$ cat src/rtl/cms_pkg.sv
// constants and types of the charger mode sequencer
package cms_pkg;
  // ------------------------------------------------------------
  // timing
  // ------------------------------------------------------------
  localparam longint CLK_MHZ = 250;
  localparam longint TERM_DEG_US = 43;
  localparam longint VIN_DEG_MS = 30;
  localparam longint ADP_INT_S = 2;
  localparam longint ADP_TEST_US = 10;
  localparam longint RECH_DEG_MS = 130;
  localparam longint REV_DEG_MS = 30;
  localparam longint T32_S = 32;
  localparam longint TERM_DEG_CYC = TERM_DEG_US * CLK_MHZ;
  localparam longint VIN_DEG_CYC = VIN_DEG_MS * 1000 * CLK_MHZ;
  localparam longint ADP_INT_CYC = ADP_INT_S * 1000000 * CLK_MHZ;
  localparam longint ADP_TEST_CYC = ADP_TEST_US * CLK_MHZ;
  localparam longint RECH_DEG_CYC = RECH_DEG_MS * 1000 * CLK_MHZ;
  localparam longint REV_DEG_CYC = REV_DEG_MS * 1000 * CLK_MHZ;
  localparam longint T32_CYC = T32_S * 1000000 * CLK_MHZ;
  // ------------------------------------------------------------
  // serial slave and registers
  // ------------------------------------------------------------
  localparam logic [6:0] I2C_ADDR = 7'h4A;
  localparam int NREG = 5;
  localparam logic [3:0] IDX_CONTROL = 4'h0;
  localparam logic [3:0] IDX_CFG_A = 4'h1;
  localparam logic [3:0] IDX_CFG_C = 4'h3;
  localparam logic [3:0] IDX_CFG_D = 4'h4;
  localparam logic [3:0] IDX_STATUS_A = 4'h6;
  localparam logic [3:0] IDX_STATUS_B = 4'h7;
  localparam logic [3:0] IDX_FAULT = 4'h9;
  localparam logic [7:0] RST_CONTROL = 8'h0A;
  localparam logic [7:0] RST_CFG_A = 8'h01;
  localparam logic [7:0] RST_CFG_B = 8'h19;
  localparam logic [7:0] RST_CFG_C = 8'h02;
  localparam logic [7:0] RST_CFG_D = 8'h40;
  localparam int LMTSEL_BIT = 7;
  localparam int ICHG_LSB = 3;
  localparam int LOWCHG_BIT = 3;
  localparam int MCHG_LSB = 4;
  localparam logic [1:0] EN_HIZ = 2'h0;
  localparam logic [1:0] EN_BOOST = 2'h1;
  localparam logic [1:0] EN_CHARGE = 2'h2;
  localparam logic [2:0] ST_HIZ = 3'h0;
  localparam logic [2:0] ST_FAST = 3'h1;
  localparam logic [2:0] ST_DONE = 3'h2;
  localparam logic [2:0] ST_BOOST = 3'h3;
  localparam logic [2:0] ST_PRE = 3'h4;
  // ------------------------------------------------------------
  // types
  // ------------------------------------------------------------
  typedef enum logic [2:0] {
    CMS_HIZ = 3'b001,
    CMS_CHARGE = 3'b010,
    CMS_BOOST = 3'b100
  } cms_mode_t;
  typedef struct packed {
    logic term;
    logic vin_ok;
    logic rech_low;
    logic rev_exit_ok;
    logic rev_low;
    logic pre_above;
    logic die_treg;
    logic boost_ovp;
    logic input_overvoltage_threshold;
    logic batt_ovp;
    logic bat_max;
    logic bat_start_ok;
    logic bat_min_low;
    logic det_done;
    logic det_charger;
  } cms_cmp_t;
  typedef struct packed {
    logic input_overvoltage_threshold;
    logic batt_ovp;
    logic bad_adaptor;
    logic boost_ovp;
    logic bat_max;
    logic bat_min;
  } cms_fault_t;
endpackage

$ cat src/rtl/cms_deglitch.sv
// deglitch filter for one synchronised comparator level
`timescale 1ns/1ps
module cms_deglitch #(
  parameter longint CYC = 16,
  parameter bit BOTH = 1'b1
) (
  input wire logic clk,
  input wire logic rst,
  input wire logic din,
  output logic dout
);
  localparam int WID = $clog2(CYC + 1);
  logic [WID-1:0] cnt;

  // ------------------------------------------------------------
  // output follows input once it has held for CYC cycles; with BOTH clear a low input is followed at once
  // ------------------------------------------------------------
  always_ff @(posedge clk or posedge rst) begin
    if (rst) begin
      cnt <= '0;
      dout <= 1'b0;
    end else if (din == dout) begin
      cnt <= '0;
    end else if (!din && !BOTH) begin
      dout <= 1'b0;
      cnt <= '0;
    end else if (cnt == WID'(CYC - 1)) begin
      dout <= din;
      cnt <= '0;
    end else begin
      cnt <= cnt + 1'b1;
    end
  end
endmodule // cms_deglitch

$ cat src/rtl/cms_sequencer.sv
// charger mode sequencer with serial register slave
//
// Contract
// RULE1 - termination accepted after 43 us stable
// RULE2 - input valid after 30 ms above limit
// RULE3 - adaptor test current every 2 s
// RULE4 - recharge after 130 ms below threshold
// RULE5 - reverse protection exits after 30 ms
// RULE6 - precharge current at or below threshold
// RULE7 - low current select forces fixed current
// RULE8 - thermal regulation reduces current and flags
// RULE9 - 32 second timer while charging
// RULE10 - boost over-voltage stops converter
// RULE11 - input over-voltage stops charging
// RULE12 - battery over-voltage stops charging
// RULE13 - battery too high stops boost
// RULE14 - boost starts above 2.9, stops 2.5
// RULE15 - exactly one of three modes
// RULE16 - high impedance stops charge and boost
// RULE17 - charger detection starts after reset
// RULE18 - host may ignore detection result
// RULE19 - answer only slave address 1001010
// RULE20 - master sends address then direction bit
// RULE21 - second byte index, third byte data
// RULE22 - enable field selects operating mode
// RULE23 - faults clear field, recharge clears 10
// RULE24 - acknowledge address, index and data
// RULE25 - faults set readable status flags
`timescale 1ns/1ps
module cms_sequencer #(
  parameter longint TERM_CYC = cms_pkg::TERM_DEG_CYC,
  parameter longint VIN_CYC = cms_pkg::VIN_DEG_CYC,
  parameter longint RECH_CYC = cms_pkg::RECH_DEG_CYC,
  parameter longint REV_CYC = cms_pkg::REV_DEG_CYC,
  parameter longint ADP_INT_CYC = cms_pkg::ADP_INT_CYC,
  parameter longint ADP_TEST_CYC = cms_pkg::ADP_TEST_CYC,
  parameter longint T32_CYC = cms_pkg::T32_CYC
) (
  input wire logic clk,
  input wire logic rst,
  input wire cms_pkg::cms_cmp_t cmp,
  input wire logic i2c_scl,
  input wire logic i2c_sda_in,
  output logic i2c_sda_out,
  output logic i2c_sda_oe_n,
  output cms_pkg::cms_mode_t mode,
  output logic [1:0] charger_enable_field,
  output logic charge_on,
  output logic boost_on,
  output logic precharge_sel,
  output logic low_current_sel,
  output logic [3:0] ichg_code,
  output logic thermal_reg,
  output logic term_done,
  output logic recharge_req,
  output logic input_valid,
  output logic reverse_protect,
  output logic adaptor_test_current,
  output logic t32_tick,
  output logic usb_det_start,
  output logic input_limit_1a,
  output cms_pkg::cms_fault_t fault_flags
);
  localparam int AW = $clog2(ADP_INT_CYC + 1);
  localparam int TW = $clog2(T32_CYC + 1);

  typedef enum logic [8:0] {
    I_IDLE = 9'b000000001,
    I_ADDR = 9'b000000010,
    I_AACK = 9'b000000100,
    I_REG = 9'b000001000,
    I_RACK = 9'b000010000,
    I_WDATA = 9'b000100000,
    I_WACK = 9'b001000000,
    I_RDATA = 9'b010000000,
    I_MACK = 9'b100000000
  } cms_i2c_t;

  cms_pkg::cms_cmp_t cmp_meta;
  cms_pkg::cms_cmp_t cs;
  logic [1:0] scl_meta;
  logic scl_s;
  logic scl_d;
  logic sda_meta;
  logic sda_s;
  logic sda_d;
  logic term_dg;
  logic vin_dg;
  logic rech_dg;
  logic rech_dg_d;
  logic rev_dg;
  cms_i2c_t ist;
  logic [3:0] bitcnt;
  logic [7:0] shreg;
  logic rnw;
  logic [3:0] ptr;
  logic wr_stb;
  logic [7:0] wr_data;
  logic [7:0] regs [cms_pkg::NREG];
  logic [7:0] rd_data;
  logic [2:0] chstat;
  logic [AW-1:0] adp_cnt;
  logic adp_bad;
  logic [TW-1:0] t32_cnt;
  logic [3:0] ich;
  logic [3:0] mch;
  logic det_result;
  cms_pkg::cms_fault_t fault_evt;
  logic any_fault;
  logic rech_evt;
  logic scl_rise;
  logic scl_fall;
  logic i2c_start;
  logic i2c_stop;
  logic in_chg;
  logic in_bst;
  cms_pkg::cms_mode_t next_mode;

  // ------------------------------------------------------------
  // input synchronisers
  // ------------------------------------------------------------
  always_ff @(posedge clk or posedge rst) begin
    if (rst) begin
      cmp_meta <= '0;
      cs <= '0;
      scl_meta <= 2'h3;
      scl_d <= 1'b1;
      sda_meta <= 1'b1;
      sda_s <= 1'b1;
      sda_d <= 1'b1;
    end else begin
      cmp_meta <= cmp;
      cs <= cmp_meta;
      scl_meta <= {scl_meta[0], i2c_scl};
      scl_d <= scl_s;
      sda_meta <= i2c_sda_in;
      sda_s <= sda_meta;
      sda_d <= sda_s;
    end
  end
  assign scl_s = scl_meta[1];

  // ------------------------------------------------------------
  // deglitch filters
  // ------------------------------------------------------------
  cms_deglitch #(.CYC(TERM_CYC), .BOTH(1'b1)) u_term (
    .clk(clk), .rst(rst), .din(cs.term), .dout(term_dg)); // RULE1
  cms_deglitch #(.CYC(VIN_CYC), .BOTH(1'b0)) u_vin (
    .clk(clk), .rst(rst), .din(cs.vin_ok), .dout(vin_dg)); // RULE2
  cms_deglitch #(.CYC(RECH_CYC), .BOTH(1'b0)) u_rech (
    .clk(clk), .rst(rst), .din(cs.rech_low), .dout(rech_dg)); // RULE4
  cms_deglitch #(.CYC(REV_CYC), .BOTH(1'b0)) u_rev (
    .clk(clk), .rst(rst), .din(cs.rev_exit_ok), .dout(rev_dg)); // RULE5

  // ------------------------------------------------------------
  // bus condition detection
  // ------------------------------------------------------------
  assign scl_rise = scl_s && !scl_d;
  assign scl_fall = !scl_s && scl_d;
  assign i2c_start = scl_s && scl_d && sda_d && !sda_s;
  assign i2c_stop = scl_s && scl_d && !sda_d && sda_s;

  // ------------------------------------------------------------
  // serial slave
  // ------------------------------------------------------------
  always_ff @(posedge clk or posedge rst) begin
    if (rst) begin
      ist <= I_IDLE;
      bitcnt <= 4'h0;
      shreg <= 8'h00;
      rnw <= 1'b0;
      ptr <= 4'h0;
      wr_stb <= 1'b0;
      wr_data <= 8'h00;
      i2c_sda_oe_n <= 1'b1;
    end else begin
      wr_stb <= 1'b0;
      if (i2c_start) begin
        ist <= I_ADDR; // RULE20
        bitcnt <= 4'h0;
        i2c_sda_oe_n <= 1'b1;
      end else if (i2c_stop) begin
        ist <= I_IDLE;
        i2c_sda_oe_n <= 1'b1;
      end else if (scl_rise) begin
        if (ist == I_MACK) begin
          if (sda_s) begin
            ist <= I_IDLE;
          end
        end else if ((ist == I_ADDR || ist == I_REG || ist == I_WDATA)
                     && bitcnt != 4'h8) begin
          shreg <= {shreg[6:0], sda_s};
          bitcnt <= bitcnt + 4'h1;
        end
      end else if (scl_fall) begin
        case (ist)
          I_ADDR: begin
            if (bitcnt == 4'h8) begin
              if (shreg[7:1] == cms_pkg::I2C_ADDR) begin // RULE19
                ist <= I_AACK;
                rnw <= shreg[0];
                i2c_sda_oe_n <= 1'b0; // RULE24
              end else begin
                ist <= I_IDLE;
              end
            end
          end
          I_AACK: begin
            bitcnt <= 4'h0;
            if (rnw) begin
              ist <= I_RDATA;
              shreg <= {rd_data[6:0], 1'b0};
              i2c_sda_oe_n <= rd_data[7];
              bitcnt <= 4'h1;
            end else begin
              ist <= I_REG;
              i2c_sda_oe_n <= 1'b1;
            end
          end
          I_REG: begin
            if (bitcnt == 4'h8) begin
              ptr <= shreg[3:0]; // RULE21
              ist <= I_RACK;
              i2c_sda_oe_n <= 1'b0; // RULE24
            end
          end
          I_RACK: begin
            ist <= I_WDATA;
            bitcnt <= 4'h0;
            i2c_sda_oe_n <= 1'b1;
          end
          I_WDATA: begin
            if (bitcnt == 4'h8) begin
              wr_stb <= 1'b1; // RULE21
              wr_data <= shreg;
              ist <= I_WACK;
              i2c_sda_oe_n <= 1'b0; // RULE24
            end
          end
          I_WACK: begin
            ist <= I_WDATA;
            bitcnt <= 4'h0;
            ptr <= ptr + 4'h1;
            i2c_sda_oe_n <= 1'b1;
          end
          I_RDATA: begin
            if (bitcnt == 4'h8) begin
              ist <= I_MACK;
              i2c_sda_oe_n <= 1'b1;
              ptr <= ptr + 4'h1;
            end else begin
              i2c_sda_oe_n <= shreg[7];
              shreg <= {shreg[6:0], 1'b0};
              bitcnt <= bitcnt + 4'h1;
            end
          end
          I_MACK: begin
            ist <= I_RDATA;
            shreg <= {rd_data[6:0], 1'b0};
            i2c_sda_oe_n <= rd_data[7];
            bitcnt <= 4'h1;
          end
          default: begin
            ist <= I_IDLE;
          end
        endcase
      end
    end
  end

  always_ff @(posedge clk or posedge rst) begin
    if (rst) begin
      i2c_sda_out <= 1'b0;
    end else begin
      i2c_sda_out <= 1'b0;
    end
  end

  // ------------------------------------------------------------
  // read mux
  // ------------------------------------------------------------
  always_comb begin
    rd_data = 8'h00;
    if (ptr < 4'(cms_pkg::NREG)) begin
      rd_data = regs[ptr[2:0]];
    end else if (ptr == cms_pkg::IDX_STATUS_A) begin
      rd_data = {3'h0, chstat, 2'h0};
    end else if (ptr == cms_pkg::IDX_STATUS_B) begin
      rd_data = {5'h00, usb_det_start == 1'b0, det_result, 1'b0};
    end else if (ptr == cms_pkg::IDX_FAULT) begin
      rd_data = {1'b0, thermal_reg, fault_flags}; // RULE25
    end
  end

  always_comb begin
    chstat = cms_pkg::ST_HIZ;
    if (mode == cms_pkg::CMS_BOOST) begin
      chstat = cms_pkg::ST_BOOST;
    end else if (mode == cms_pkg::CMS_CHARGE) begin
      if (term_done) begin
        chstat = cms_pkg::ST_DONE;
      end else if (precharge_sel) begin
        chstat = cms_pkg::ST_PRE;
      end else begin
        chstat = cms_pkg::ST_FAST;
      end
    end
  end

  // ------------------------------------------------------------
  // fault and recharge events
  // ------------------------------------------------------------
  assign in_chg = mode == cms_pkg::CMS_CHARGE;
  assign in_bst = mode == cms_pkg::CMS_BOOST;
  assign fault_evt.input_overvoltage_threshold = in_chg && cs.input_overvoltage_threshold; // RULE11
  assign fault_evt.batt_ovp = in_chg && cs.batt_ovp; // RULE12
  assign fault_evt.bad_adaptor = adp_bad;
  assign fault_evt.boost_ovp = in_bst && cs.boost_ovp; // RULE10
  assign fault_evt.bat_max = in_bst && cs.bat_max; // RULE13
  assign fault_evt.bat_min = in_bst && cs.bat_min_low; // RULE14
  assign any_fault = |fault_evt;
  assign rech_evt = rech_dg && !rech_dg_d && term_done; // RULE4

  // ------------------------------------------------------------
  // register bank
  // ------------------------------------------------------------
  always_ff @(posedge clk or posedge rst) begin
    if (rst) begin
      regs[0] <= cms_pkg::RST_CONTROL;
      regs[1] <= cms_pkg::RST_CFG_A;
      regs[2] <= cms_pkg::RST_CFG_B;
      regs[3] <= cms_pkg::RST_CFG_C;
      regs[4] <= cms_pkg::RST_CFG_D;
    end else begin
      if (wr_stb && ptr < 4'(cms_pkg::NREG)) begin
        regs[ptr[2:0]] <= wr_data; // RULE21
      end
      if (any_fault || (rech_evt && regs[0][1:0] == cms_pkg::EN_CHARGE)) begin
        regs[0][1:0] <= cms_pkg::EN_HIZ; // RULE23
      end
    end
  end
  assign charger_enable_field = regs[0][1:0];

  // ------------------------------------------------------------
  // sticky fault flags, cleared by a control write
  // ------------------------------------------------------------
  always_ff @(posedge clk or posedge rst) begin
    if (rst) begin
      fault_flags <= '0;
    end else if (wr_stb && ptr == cms_pkg::IDX_CONTROL) begin
      fault_flags <= fault_evt; // RULE25
    end else begin
      fault_flags <= fault_flags | fault_evt; // RULE25
    end
  end

  // ------------------------------------------------------------
  // operating mode
  // ------------------------------------------------------------
  always_comb begin
    next_mode = mode;
    case (mode)
      cms_pkg::CMS_HIZ: begin
        if (regs[0][1] && vin_dg && !reverse_protect) begin // RULE22
          next_mode = cms_pkg::CMS_CHARGE;
        end else if (regs[0][1:0] == cms_pkg::EN_BOOST && cs.bat_start_ok) begin
          next_mode = cms_pkg::CMS_BOOST; // RULE14
        end
      end
      cms_pkg::CMS_CHARGE: begin
        if (!regs[0][1] || !vin_dg || reverse_protect || any_fault) begin
          next_mode = cms_pkg::CMS_HIZ; // RULE5
        end
      end
      cms_pkg::CMS_BOOST: begin
        if (regs[0][1:0] != cms_pkg::EN_BOOST || any_fault) begin
          next_mode = cms_pkg::CMS_HIZ; // RULE14
        end
      end
      default: begin
        next_mode = cms_pkg::CMS_HIZ;
      end
    endcase
  end

  always_ff @(posedge clk or posedge rst) begin
    if (rst) begin
      mode <= cms_pkg::CMS_HIZ;
      charge_on <= 1'b0;
      boost_on <= 1'b0;
    end else begin
      mode <= next_mode; // RULE15
      charge_on <= next_mode == cms_pkg::CMS_CHARGE && !term_done; // RULE16
      boost_on <= next_mode == cms_pkg::CMS_BOOST; // RULE16
    end
  end

  // ------------------------------------------------------------
  // input validity and reverse protection
  // ------------------------------------------------------------
  always_ff @(posedge clk or posedge rst) begin
    if (rst) begin
      input_valid <= 1'b0;
      reverse_protect <= 1'b1;
    end else begin
      input_valid <= vin_dg; // RULE2
      if (cs.rev_low) begin
        reverse_protect <= 1'b1; // RULE5
      end else if (rev_dg) begin
        reverse_protect <= 1'b0; // RULE5
      end
    end
  end

  // ------------------------------------------------------------
  // charge phase, current and thermal regulation
  // ------------------------------------------------------------
  assign ich = regs[1][cms_pkg::ICHG_LSB +: 4];
  assign mch = regs[4][cms_pkg::MCHG_LSB +: 4];

  always_ff @(posedge clk or posedge rst) begin
    if (rst) begin
      precharge_sel <= 1'b1;
      low_current_sel <= 1'b0;
      ichg_code <= 4'h0;
      thermal_reg <= 1'b0;
    end else begin
      precharge_sel <= !cs.pre_above; // RULE6
      low_current_sel <= regs[3][cms_pkg::LOWCHG_BIT]; // RULE7
      ichg_code <= (ich < mch) ? ich : mch; // RULE7
      thermal_reg <= in_chg && cs.die_treg; // RULE8
    end
  end

  // ------------------------------------------------------------
  // termination and recharge
  // ------------------------------------------------------------
  always_ff @(posedge clk or posedge rst) begin
    if (rst) begin
      term_done <= 1'b0;
      rech_dg_d <= 1'b0;
      recharge_req <= 1'b0;
    end else begin
      rech_dg_d <= rech_dg;
      recharge_req <= rech_evt; // RULE4
      if (!in_chg || rech_evt) begin
        term_done <= 1'b0;
      end else if (term_dg && !precharge_sel) begin
        term_done <= 1'b1; // RULE1
      end
    end
  end

  // ------------------------------------------------------------
  // bad adaptor detection
  // ------------------------------------------------------------
  always_ff @(posedge clk or posedge rst) begin
    if (rst) begin
      adp_cnt <= '0;
      adaptor_test_current <= 1'b0;
      adp_bad <= 1'b0;
    end else begin
      adp_bad <= 1'b0;
      if (!regs[0][1]) begin
        adp_cnt <= '0;
        adaptor_test_current <= 1'b0;
      end else if (!adaptor_test_current) begin
        if (adp_cnt == AW'(ADP_INT_CYC - 1)) begin
          adp_cnt <= '0;
          adaptor_test_current <= 1'b1; // RULE3
        end else begin
          adp_cnt <= adp_cnt + 1'b1;
        end
      end else if (adp_cnt == AW'(ADP_TEST_CYC - 1)) begin
        adp_cnt <= '0;
        adaptor_test_current <= 1'b0;
        adp_bad <= !cs.vin_ok; // RULE3
      end else begin
        adp_cnt <= adp_cnt + 1'b1;
      end
    end
  end

  // ------------------------------------------------------------
  // 32 second timer
  // ------------------------------------------------------------
  always_ff @(posedge clk or posedge rst) begin
    if (rst) begin
      t32_cnt <= '0;
      t32_tick <= 1'b0;
    end else begin
      t32_tick <= 1'b0;
      if (!in_chg) begin
        t32_cnt <= '0;
      end else if (t32_cnt == TW'(T32_CYC - 1)) begin
        t32_cnt <= '0;
        t32_tick <= 1'b1; // RULE9
      end else begin
        t32_cnt <= t32_cnt + 1'b1;
      end
    end
  end

  // ------------------------------------------------------------
  // charger detection after reset
  // ------------------------------------------------------------
  always_ff @(posedge clk or posedge rst) begin
    if (rst) begin
      usb_det_start <= 1'b1;
      det_result <= 1'b0;
      input_limit_1a <= 1'b0;
    end else begin
      if (usb_det_start && cs.det_done) begin
        usb_det_start <= 1'b0; // RULE17
        det_result <= cs.det_charger; // RULE17
      end
      input_limit_1a <= in_chg && det_result
                        && !regs[1][cms_pkg::LMTSEL_BIT]; // RULE18
    end
  end
endmodule // cms_sequencer

$ cat config.mk
export PLATFORM = sky130hd
export DESIGN_NAME = cms_sequencer
export DESIGN_NICKNAME = d
export VERILOG_FILES = /design/src/rtl/cms_pkg.sv /design/src/rtl/cms_deglitch.sv /design/src/rtl/cms_sequencer.sv
export SDC_FILE = /design/constraint.sdc
export NUM_CORES = 1
export LEC_CHECK = 0
export BUFFER_PORTS_ARGS = -buffer_cell sky130_fd_sc_hd__buf_2
export CAP_MARGIN = 20
export CORE_ASPECT_RATIO = 1.4
export CORE_MARGIN = 1
export CORE_UTILIZATION = 45
export CTS_CLUSTER_SIZE = 14
export DETAILED_ROUTE_END_ITERATION = 10
export SYNTH_ARGS = -nofsm -noshare
export SYNTH_HDL_FRONTEND = slang
export SYNTH_HIERARCHICAL = 1
export SYNTH_SLANG_ARGS = --single-unit
$ cat constraint.sdc
create_clock -name clk -period 9.41 [get_ports clk]
set_input_delay 2.3525 -clock clk [delete_from_list [all_inputs] [get_ports clk]]
set_output_delay 2.3525 -clock clk [all_outputs]
set_load 0.01 [all_outputs]
== After elaboration in Yosys (flattened, before gate mapping) ==
Index checks and enable logic that the tools add are counted.

* $add $sub $neg: 8
* Magnitude comparators: 4
* Eq/ne operators: 56
* Muxes and demuxes: 107
* Bitwise logic cells: 10
* Reductions and logical operators: 76

{| class="wikitable"
|+ Operators by type and width
! operator !! count
|-
| 23-bit two-way mux || 6
|-
| 29-bit two-way mux || 4
|-
| 9-bit two-way mux || 10
|-
| 8-bit two-way mux || 11
|-
| 25-bit two-way mux || 3
|-
| 33-bit two-way mux || 2
|-
| 9-bit one-hot mux with 7 select lines || 1
|-
| 23-bit by 1-bit adder with 23-bit output (second input constant) || 2
|-
| 23-bit equality test (second input constant) || 2
|-
| 40-bit bitwise mux || 1
|-
| 4-bit two-way mux || 10
|-
| 1-bit two-way mux || 35
|-
| 34-bit two-way mux || 1
|-
| 33-bit by 1-bit adder with 33-bit output (second input constant) || 1
|-
| 33-bit equality test (second input constant) || 1
|-
| 29-bit by 1-bit adder with 29-bit output (second input constant) || 1
|-
| 29-bit by 12-bit equality test with 1-bit output (second input constant) || 1
|-
| 29-bit equality test (second input constant) || 1
|-
| 1-bit logical AND || 28
|-
| 14-bit two-way mux || 2
|-
| 3-bit two-way mux || 9
|-
| 25-bit by 1-bit adder with 25-bit output (second input constant) || 1
|-
| 25-bit equality test (second input constant) || 1
|-
| 8-bit binary-select mux with 3-bit select || 1
|-
| other kinds (60) || 126
|}

* Flip-flop bits (word level): 292
* Input bits: 19
* Word-level logic and storage cells: 344

== Depth between registers and ports, before layout ==
Gate-level depths: netlist of run 1.

* Depth in word-level cells: 12
* Gate-level depth with buffers: 11

== Hierarchy ==
Netlist of run 1, hierarchy kept.

{| class="wikitable"
|+ By module, submodules not included
! module !! instances !! cells each !! area each (µm²)
|-
| cms_sequencer || 1 || 887 || 9520.4
|-
| cms_deglitch (u_rev ...) || 2 || 133 || 1233.7
|-
| cms_deglitch (u_rech) || 1 || 139 || 1400.1
|-
| cms_deglitch (u_term) || 1 || 75 || 797.0
|}

== Least setup slack after synthesis of run 1 ==
No wires, ideal clock.

* Path kind: register to output
* From: register regs (netlist bit charger_enable_field[1])
* To: output port charger_enable_field[1]
* Arrival: 0.690 ns
* Slack: 6.368 ns
* Cell stages (with the launch flop): 2
* Buffers on the path: 1
* Cells stage by stage: dfstp_2 -> buf_4

{| class="wikitable"
|+ RTL lines
! item !! RTL line !! source
|-
| from (decl) || cms_sequencer.sv:99 || <nowiki>logic [7:0] regs [cms_pkg::NREG];</nowiki>
|-
| from (signal, indexed assignment) || cms_sequencer.sv:336 || <nowiki>regs[ptr[2:0]] <= wr_data;</nowiki>
|-
| to (decl) || cms_sequencer.sv:47 || <nowiki>output logic [1:0] charger_enable_field,</nowiki>
|}

No word-level cell between the ends.

== Worst setup path after layout of run 1 ==
* From: register regs (netlist bit charger_enable_field[1])
* To: output port charger_enable_field[1]

No word-level cell between the ends.

==> run_results.csv, run 1 <==
group,metric,value,unit
cts,clock-root-buffer,"sky130_fd_sc_hd__clkbuf_16",
logic_synthesis,yosys_warnings,6,
pwr,peak_vdd_ir,0.132,mV
layout,max_flop_register,"t32_cnt",
placement,io_buffer_count,47,
timing,fin_crit,3.77,ns
min_path,min_path_type,"register to register",
logic_synthesis,synth_sequential_area_ratio,51.7,%
flow_run,max-cap-violations,0,
worst_setup_path,critical_path_cell_list,"buf_2",
timing,worst_hold_slack,0.345,ns
die,num_rows,76,
worst_setup_path,worst-endpoint-arrival,1.41,ns
logic_synthesis,netlist_top_cells_area,"sky130_fd_sc_hd__dfrtp_1 48%, sky130_fd_sc_hd__mux2_2 4.4%, sky130_fd_sc_hd__nor2_1 4.3%",
route,route.detailed.vias_per_inst,5.65,
timing,fin_skew,0.0105,ns
worst_setup_path,worstSetupPathType,"register to output pin",
layout,largest_register_ffs,33,
cts,numCtsBuffers,30,
route,routed_wire_length_per_instance,17.4,um
worst_setup_path,crit_fanout,9,
timing,finalSetupViolations,0,
logic_synthesis,syn_area,14200,sq um
layout,final_area,15900,sq um
cts,path_clk_slew,0.06,ns
worst_setup_path,crit_family,"flip-flops",
timing,worst_max_slew_margin_expressed_relative_to_the_limit,25.3,%
die,core,30900,sq um
logic_synthesis,synth.distinct_cells,89,
die,fp.dieW,152,um
grt,grtUsageMet3,2.51,%
cts,cts.sink_count,292,
logic_synthesis,ys.flop_type,"sky130_fd_sc_hd__dfrtp_1",
pwr,power.total,2.68,mW
worst_setup_path,critPathMaxStageDelay,0.65,ns
layout,final_cells,1814,
die,top_level_ports,49,
grt,first_global_vias,10300,
timing,worst-slew-pin-transition,1.12,ns
logic_synthesis,synth_area_per_cell,10.4,sq um
route,dr_pass1_iterations,8,
cts,clock_tree_from_tritoncts,"done",
placement,detailed_place_hpwl,21500,um
grt,largest_net_degree_at_the_start_of_global_routing,128,
pwr,power.static_leakage,6.62,nW
cts,cts.hold.buffers_added,0,
logic_synthesis,synth_largest_area_cell,"sky130_fd_sc_hd__dfrtp_1",
placement,gpl.final_weighted_congestion,0.869,
logic_synthesis,synth_commonest_cells,"272 x sky130_fd_sc_hd__dfrtp_1, 163 x sky130_fd_sc_hd__nor2_1, 101 x sky130_fd_sc_hd__nand2_1",
grt,antenna_found_initial,0,
timing,setup_total_negative_slack,0,ns
route,dr_total_vias,10300,
route,residual_antenna_violating_net_count_after_detailed_routing,0,
cts,insertion_delay,0.56,ns
layout,final_nets,1440,
grt,global_route.peak_usage_layer,"met2",
layout,post_route_cells_drive_above_1_share,16.4,%
die,floorplan.die_area,32200,sq um
worst_setup_path,critPathRequiredTime,7.06,ns
status,failing_checks,"DRC",
status,run_status,"finished, violations left",
placement,dp.cells,1755,
route,drc_errors,7,
worst_setup_path,critical_path.slowest_cell,"sky130_fd_sc_hd__dfstp_2",
route,detailedRoute.firstIterationViolations,582,
cts,cts.repair_timing.setup_buffer_count,0,
grt,groute.usage.overall,20.1,%
timing,report.final.hold_viol_count,0,
layout,areaGrowthSynthToFinish,11.9,%
cts,cts_max_level,1,
layout,num_antenna_cells,0,
grt,met1_usage_in_global_routing,25.3,%
grt,grt_pass1_wl,52700,um
logic_synthesis,postSynthNetCount,1407,
die,initial_core_util,45.9,%
grt,grt-ovfl-total,0,
layout,largestRegisters,"t32_cnt x33, regs x30, adp_cnt x29",
placement,placed_area,14700,sq um
grt,use_met2,35.3,%
worst_setup_path,timing.critical_path.from_type,"register",
logic_synthesis,postSynth.asyncResetShare,100,%
timing,final_period_utilization,40.0,%
logic_synthesis,synth_enable_flop_cells,0,
timing,unrepaired_setup_endpoints_after_global_routing,"false",
logic_synthesis,top_count_cell_post_synth,"sky130_fd_sc_hd__dfrtp_1",
logic_synthesis,syn_inst,1367,
route,drt_wl_total,31600,um
timing,timing.fmax,265,MHz
timing,final_max_slew_viol_count,0,
logic_synthesis,netlist.area_leader.share,48.0,%
cts,cts-resized-gates,0,
worst_setup_path,critical_path.endpoint_type,"output pin",
logic_synthesis,ys_ff_latch,292,
cts,cts_buffer_depth,3,
worst_setup_path,critPathBufInv,1,
pwr,power_density,169,nW/um^2
die,die-height,212,um
==> metal layers <==
layer | wire (um) | vias to the layer above
met3 | 1260 | 65
met5 | 0 | -
met2 | 15600 | 193
li1 | - | 4922
met4 | 1070 | 0
met1 | 13700 | 5074
==> final timing paths <==
kind,start,end,slack (ns),cells past startpoint
setup / recovery,charger_enable_field[1],charger_enable_field[1],5.64,1
hold reg to reg,cmp_meta[0],cs[0],0.34,0
max in group asynchronous,rst,adp_cnt[2],5.85,3
hold / removal,cmp_meta[0],cs[0],0.34,0
min in group asynchronous,rst,u_rech/dout,1.87,2
setup reg to reg,ptr[0],shreg[5],6.55,9
==> stage by stage <==
step | worst slack (ns) | utilization, %
after floorplan | 1.55 | -
after global placement | 5.22 | 47.6
after global routing | 5.57 | 51.3
after detailed placement | 5.18 | 47.6
after CTS | 5.62 | 51.1
final | 5.64 | 51.3
==> kinds of logic after synthesis <==
logic type / count (synthesis) / share of synthesized area (%)
AO/OA/AOI/OAI: 196 / 8.58
XOR/XNOR: 106 / 6.54
multiplexers: 67 / 5.66
flip-flops: 292 / 51.7
AND/OR/NAND/NOR: 583 / 22.5
adder cells (fa/ha/maj): 21 / 1.85
buffers and inverters: 101 / 3.11
other: 1 / 0.0264
==> layout by cell type, fill, tap and decap left out, types with 15 or more instances in the layout <==
cell type,count
sky130_fd_sc_hd__o21ai_0,57
sky130_fd_sc_hd__or3_1,22
sky130_fd_sc_hd__nor3_1,29
sky130_fd_sc_hd__nor2_1,163
sky130_fd_sc_hd__xnor2_1,57
sky130_fd_sc_hd__clkbuf_16,31
sky130_fd_sc_hd__nor4_1,24
sky130_fd_sc_hd__a21oi_1,62
sky130_fd_sc_hd__xor2_1,49
sky130_fd_sc_hd__nand4_1,43
sky130_fd_sc_hd__or4_1,15
sky130_fd_sc_hd__mux2_2,55
sky130_fd_sc_hd__buf_2,47
sky130_fd_sc_hd__nand2_1,101
sky130_fd_sc_hd__nand3_1,57
sky130_fd_sc_hd__ha_1,21
sky130_fd_sc_hd__dfstp_2,20
sky130_fd_sc_hd__dfrtp_1,272
sky130_fd_sc_hd__inv_1,43
==> power by group <==
part	switching (mW)	total [mW]	internal, mW
combinational	0.0621	0.0900	0.0279
clock	0.510	1.30	0.791
sequential	0.0183	1.29	1.27
total	0.590	2.68	2.09
==> final cells by class <==
cell class              instances  area [sq um]
repair buffers                 57           363
clock inverters                19           262
fillers                      2769         15000
flip-flops and latches        292          7330
clock buffers                  37           828
well taps                     390           488
inverters                      45           176
multi-input cells             974          6420
Note: power is estimated with default switching activity, not from simulation.
==> run 2: changes to the inputs <==
--- a/config.mk
+++ b/config.mk
@@ -5,6 +5,7 @@
 export SDC_FILE = /design/constraint.sdc
 export NUM_CORES = 1
 export LEC_CHECK = 0
+export ABC_AREA = 1
 export BUFFER_PORTS_ARGS = -buffer_cell sky130_fd_sc_hd__buf_2
 export CAP_MARGIN = 20
 export CORE_ASPECT_RATIO = 1.4
==> constraint.sdc (replaced) <==
create_clock -name clk -period 3.18 [get_ports clk]
set_input_delay 0.795 -clock clk [delete_from_list [all_inputs] [get_ports clk]]
set_output_delay 0.795 -clock clk [all_outputs]
set_load 0.01 [all_outputs]
==> run 2 against run 1 <==
Compared with the run above: the run now ends clean; register-to-register slack worse by 5.6 ns; clock power rose to 3.1 times the previous value; final cell count up 42%; synthesized area up 12%; combinational power rose to 3.5 times the previous value; synthesized cell count up 49%; die area up 12%; worst hold slack worse by 0.15 ns; clock-buffer cell count down 1; sequential share of layout area down 4.8 points; critical endpoint is now adp_cnt[28]; largest cell class unchanged; highest routed layer unchanged.
==> run_results.csv, run 2 <==
group,metric,value,unit
status,run_status,"completed",
pwr,power.static_leakage,7.92,nW
logic_synthesis,netlist_top_cells_area,"sky130_fd_sc_hd__dfrtp_1 43%, sky130_fd_sc_hd__nand2_1 12%, sky130_fd_sc_hd__nor2_1 7.6%",
cts,insertion_delay,0.57,ns
timing,worst_max_slew_margin_expressed_relative_to_the_limit,37.6,%
logic_synthesis,ys.flop_type,"sky130_fd_sc_hd__dfrtp_1",
worst_setup_path,crit_family,"simple AND/OR/NAND/NOR gates",
timing,finalSetupViolations,0,
die,die-height,224,um
logic_synthesis,syn_inst,2043,
route,routed_wire_length_per_instance,14.9,um
timing,timing.fmax,453,MHz
route,residual_antenna_violating_net_count_after_detailed_routing,0,
layout,num_antenna_cells,0,
layout,post_route_cells_drive_above_1_share,13.1,%
layout,largestRegisters,"t32_cnt x33, regs x30, adp_cnt x29",
logic_synthesis,synth_largest_area_cell,"sky130_fd_sc_hd__dfrtp_1",
logic_synthesis,synth.distinct_cells,53,
worst_setup_path,critPathRequiredTime,3.60,ns
logic_synthesis,synth_area_per_cell,7.76,sq um
logic_synthesis,syn_area,15800,sq um
min_path,min_path_type,"primary input to asynchronous set/reset pin",
route,dr_total_vias,13100,
logic_synthesis,yosys_warnings,6,
worst_setup_path,critical_path_cell_list,"ha_1, nand3_1, nor2_2, nand2_1, nor2_1, nand4_1, nand2_1, nor2_1",
grt,grt-ovfl-total,0,
timing,unrepaired_setup_endpoints_after_global_routing,"false",
die,top_level_ports,49,
grt,groute.usage.overall,21.9,%
placement,detailed_place_hpwl,29200,um
timing,report.final.hold_viol_count,0,
flow_run,max-cap-violations,0,
route,route.detailed.vias_per_inst,5.08,
route,dr_pass1_iterations,7,
timing,worst_slack,0.972,ns
worst_setup_path,crit_fanout,20,
cts,cts.hold.buffers_added,0,
logic_synthesis,ys_ff_latch,292,
die,num_rows,80,
worst_setup_path,worst-endpoint-arrival,2.62,ns
timing,worst-slew-pin-transition,0.935,ns
route,detailedRoute.firstIterationViolations,781,
worst_setup_path,timing.critical_path.from_type,"register",
grt,largest_net_degree_at_the_start_of_global_routing,107,
pwr,power_density,458,nW/um^2
logic_synthesis,synth_commonest_cells,"488 x sky130_fd_sc_hd__nand2_1, 320 x sky130_fd_sc_hd__nor2_1, 272 x sky130_fd_sc_hd__dfrtp_1",
die,fp.dieW,161,um
logic_synthesis,postSynth.asyncResetShare,100,%
cts,cts.sink_count,292,
worst_setup_path,critPathBufInv,0,
grt,first_global_vias,13100,
placement,pre_cts_worst_setup_slack,0.951,ns
layout,layout_commonest_cell,"sky130_fd_sc_hd__nand2_1",
die,initial_core_util,46.1,%
timing,fin_crit,2.21,ns
layout,final_area,17700,sq um
cts,cts_buffer_depth,3,
cts,cts_max_level,1,
layout,areaGrowthSynthToFinish,11.7,%
placement,io_buffer_count,47,
placement,gpl.final_weighted_congestion,0.908,
cts,cts.repair_timing.setup_buffer_count,0,
pwr,peak_vdd_ir,0.374,mV
logic_synthesis,synth_sequential_area_ratio,46.3,%
worst_setup_path,critical_path.endpoint_type,"register",
die,core,34300,sq um
worst_setup_path,critPathMaxStageDelay,0.61,ns
pwr,power.total,8.11,mW
layout,max_flop_register,"t32_cnt",
cts,numCtsBuffers,30,
die,floorplan.die_area,36000,sq um
worst_setup_path,worstSetupPathType,"register to register",
logic_synthesis,netlist.area_leader.share,43.0,%
cts,cts-resized-gates,0,
logic_synthesis,top_count_cell_post_synth,"sky130_fd_sc_hd__nand2_1",
cts,clock-root-buffer,"sky130_fd_sc_hd__clkbuf_16",
timing,fin_skew,0.0134,ns
route,drc_errors,0,
timing,final_period_utilization,69.4,%
layout,commonest_cells_after_routing_fill_and_taps_aside,"488 x sky130_fd_sc_hd__nand2_1, 320 x sky130_fd_sc_hd__nor2_1, 272 x sky130_fd_sc_hd__dfrtp_1",
cts,clock_tree_from_tritoncts,"done",
logic_synthesis,postSynthNetCount,2083,
logic_synthesis,synth_enable_flop_cells,0,
timing,final_max_slew_viol_count,0,
grt,antenna_found_initial,0,
worst_setup_path,critical_path.slowest_cell,"sky130_fd_sc_hd__nand2_1",
layout,largest_register_ffs,33,
cts,path_clk_slew,0.06,ns
grt,grt_pass1_wl,64100,um
route,drt_wl_total,38300,um
layout,final_nets,2144,
placement,placed_area,16500,sq um
-- run 2: changes by cell type in the layout (fill, tap and decap cells not counted), sizes merged, moves of 34 or more --
cell	previous run	this run
nor3	31	65
nand2	101	506
mux2	56	3
nor2	164	380
o21ai	60	98
inv	45	268
nand3	60	165
-- run 2: cells by family (layout without fill, tap and decap cells) --
| kind of cell | count (synthesis) | after routing | share of synthesized area (%) |
|---|---|---|---|
| and+or+nand+nor | 1196 | 1196 | 34.5 |
| muxes | 3 | 3 | 0.213 |
| xor gates and xnor gates | 64 | 64 | 3.54 |
| DFF | 292 | 292 | 46.3 |
| other | 1 | 1 | 0.0237 |
| AOI/OAI and AO/OA | 172 | 172 | 6.33 |
| buffers and inverters | 294 | 378 | 7.49 |
| adders and majority gates | 21 | 21 | 1.66 |
-- run 2: per-stage QoR --
stage          hold WS, ns  setup TNS, ns  std cells  util [%]
6_report             0.197              0       2578      51.6
4_1_cts              0.306              0       2577      51.5
2_1_floorplan        0.331         -41.90       2043         -
3_3_place_gp         0.333              0       2522      48.2
5_1_grt              0.195              0       2578      51.6
3_5_place_dp         0.335              0       2522      48.2
-- run 2: metal layers --
| layer | track usage, % | part of all wire [%] | vias to the layer above |
|---|---|---|---|
| li1 | - | - | 6615 |
| met1 | 26.3 | 43 | 6198 |
| met2 | 39.4 | 51 | 208 |
| met3 | 2.46 | 3.0 | 85 |
| met4 | 9.28 | 3.5 | 0 |
| met5 | 0 | 0 | - |
-- run 2: power breakdown --
part	switching, mW	internal [mW]
Sequential	0.0482	3.78
Clock	1.50	2.47
Combinational	0.232	0.0851
-- run 2: cell type report --
cell class,count,area [sq um]
Fill cell,3296,16600
Tap cell,451,564
Timing Repair Buffer,54,333
Inverter,269,1020
Clock inverter,19,313
Clock buffer,36,815
Sequential cell,292,7330
Multi-Input combinational cell,1457,7330
-- run 2: path summary, 6_finish.rpt --
check / startpoint / to / slack [ns] / cells after the start
hold / removal: rst / u_vin/cnt[0] / 0.20 / 2
setup reg to reg: adp_cnt[0] / adp_cnt[28] / 0.97 / 8
max in group asynchronous: rst / u_rev/cnt[8] / 2.07 / 2
min in group clk: i2c_scl / scl_meta[0] / 0.33 / 1
setup / recovery: adp_cnt[0] / adp_cnt[28] / 0.97 / 8
hold reg to reg: cmp_meta[3] / cs[3] / 0.35 / 0
==> run 3: changes to the inputs <==
==> constraint.sdc (replaced) <==
create_clock -name clk -period 2.15 [get_ports clk]
set_input_delay 0.5375 -clock clk [delete_from_list [all_inputs] [get_ports clk]]
set_output_delay 0.5375 -clock clk [all_outputs]
set_load 0.01 [all_outputs]
==> run 3 against run 2 <==
Compared with the run above: critical path depth unchanged; worst hold slack worse by 0.13 ns; critical endpoint is now ist[2]; clock power up 50%.
==> run_results.csv, run 3 (same netlist as run 2, synthesis figures left out) <==
group,metric,value,unit
timing,final_max_slew_viol_count,0,
status,run_status,"completed",
cts,cts.hold.buffers_added,0,
die,fp.dieW,161,um
worst_setup_path,critPathRequiredTime,2.62,ns
layout,num_antenna_cells,0,
layout,largest_register_ffs,33,
grt,largest_net_degree_at_the_start_of_global_routing,85,
grt,antenna_found_initial,0,
cts,cts_max_level,1,
pwr,switching_share,22.4,%
die,floorplan.die_area,36000,sq um
die,die-height,224,um
cts,clock_tree_from_tritoncts,"done",
layout,post_route_cells_drive_above_1_share,14.3,%
timing,worst_hold_slack,0.0627,ns
pwr,share_seq_of_total_power,46.9,%
layout,final_nets,2171,
route,drt_wl_total,39300,um
cts,clock-root-buffer,"sky130_fd_sc_hd__clkbuf_16",
worst_setup_path,worstSetupPathType,"register to register",
timing,fin_crit,1.97,ns
route,dr_pass1_iterations,5,
layout,areaGrowthSynthToFinish,13.0,%
pwr,power.static_leakage,8.06,nW
die,initial_core_util,46.1,%
pwr,peak_vdd_ir,0.620,mV
layout,largestRegisters,"t32_cnt x33, regs x30, adp_cnt x29",
cts,cts_buffer_depth,3,
layout,fillCellCount,3331,
cts,insertion_delay,0.58,ns
cts,numCtsBuffers,30,
placement,gpl.final_weighted_congestion,0.902,
pwr,clock_power_share,49.2,%
timing,timing.fmax,509,MHz
route,routed_wire_length_per_instance,15.1,um
route,route.detailed.vias_per_inst,5.13,
layout,max_flop_register,"t32_cnt",
placement,detailed_place_hpwl,29800,um
grt,grt-ovfl-total,0,
route,drc_errors,0,
timing,unrepaired_setup_endpoints_after_global_routing,"false",
cts,cts.sink_count,292,
grt,grt_pass1_wl,66100,um
die,num_rows,80,
timing,report.final.hold_viol_count,0,
timing,worst-slew-pin-transition,0.616,ns
timing,final_period_utilization,91.4,%
min_path,min_path_type,"primary input to register",
route,dr_total_vias,13400,
worst_setup_path,crit_fanout,17,
layout,commonest_cells_after_routing_fill_and_taps_aside,"487 x sky130_fd_sc_hd__nand2_1, 320 x sky130_fd_sc_hd__nor2_1, 272 x sky130_fd_sc_hd__dfrtp_1",
flow_run,max-cap-violations,0,
worst_setup_path,critical_path.endpoint_type,"register",
die,top_level_ports,49,
worst_setup_path,timing.critical_path.from_type,"register",
grt,first_global_vias,13400,
timing,fin_skew,0.0134,ns
pwr,power_density,675,nW/um^2
worst_setup_path,worst-endpoint-arrival,2.44,ns
route,residual_antenna_violating_net_count_after_detailed_routing,0,
cts,path_clk_slew,0.07,ns
pwr,power.total,12.1,mW
route,detailedRoute.firstIterationViolations,677,
die,core,34300,sq um
pwr,internal_power_consumption,9.37,mW
placement,io_buffer_count,47,
grt,groute.usage.overall,22.6,%
pwr,combinationalPowerShare,4.0,%
timing,finalSetupViolations,0,
timing,worst_max_slew_margin_expressed_relative_to_the_limit,58.9,%
pwr,net-switching-power,2.70,mW
layout,layout_commonest_cell,"sky130_fd_sc_hd__nand2_1",
==> run 3: final timing paths <==
check / to / startpoint / cells after the start / slack (ns)
max: ist[2] / scl_meta[1] / 8 / 0.18
min: scl_meta[0] / i2c_scl / 1 / 0.06
max reg2reg: ist[2] / scl_meta[1] / 8 / 0.18
min reg2reg: cs[10] / cmp_meta[10] / 0 / 0.35
max in group asynchronous: reverse_protect / rst / 3 / 1.50
min in group asynchronous: u_vin/cnt[2] / rst / 3 / 0.09
==> run 3: power by group through the flow <==
stage	combinational [mW]	sequential, mW	clock (mW)
2_1_floorplan	0.348	5.74	0
3_3_place_gp	0.484	5.76	0
3_5_place_dp	0.493	5.76	0
4_1_cts	0.495	5.66	6.11
5_1_grt	0.551	5.67	6.31
6_report	0.479	5.66	5.94
==> run 3: worst max-delay path, stage by stage (launching register included) <==
cell and delay, ns:
sky130_fd_sc_hd__dfstp_2 0.56, sky130_fd_sc_hd__ha_1 0.17, sky130_fd_sc_hd__nand3_1 0.23, sky130_fd_sc_hd__nand2_1 0.18
sky130_fd_sc_hd__inv_2 0.08, sky130_fd_sc_hd__a22oi_2 0.20, sky130_fd_sc_hd__nand3_4 0.24, sky130_fd_sc_hd__nand2_1 0.15
sky130_fd_sc_hd__o21ai_2 0.06
==> run 3: final cells by class <==
type / count / area [sq um] / area share (%)
inverter: 269 / 1020 / 5.70
timing repair buffer: 81 / 515 / 2.88
multi-input combinational: 1457 / 7330 / 40.9
tap: 451 / 564 / 3.15
clock buffer: 39 / 855 / 4.77
clock inverter: 16 / 287 / 1.60
sequential: 292 / 7330 / 41.0
==> run 3: metrics by stage <==
step / utilization (%) / setup WS [ns] / area [sq um] / setup TNS [ns] / cells
floorplan: - / -1.00 / 15800 / -189.97 / 2043
global route: 52.1 / 0.0140 / 17900 / 0 / 2605
detailed placement: 48.8 / 0.182 / 16800 / 0 / 2550
finish: 52.1 / 0.185 / 17900 / 0 / 2605
CTS: 52.1 / 0.157 / 17900 / 0 / 2605
global placement: 48.8 / 0.262 / 16800 / 0 / 2550
==> run 3: what timing repair did <==
item	4_1_cts	5_1_grt
endpoints found under the setup margin	0	15
resized for setup	0	1
setup buffers	0	0
==> run 3: metal layers <==
metal  part of all wire (%)  global-route usage, %  wire length, um
met1                     41                   26.5            16100
met2                     51                   41.3            20200
met3                    4.1                   2.98             1620
met4                    3.6                   9.25             1410
met5                      0                      0                0
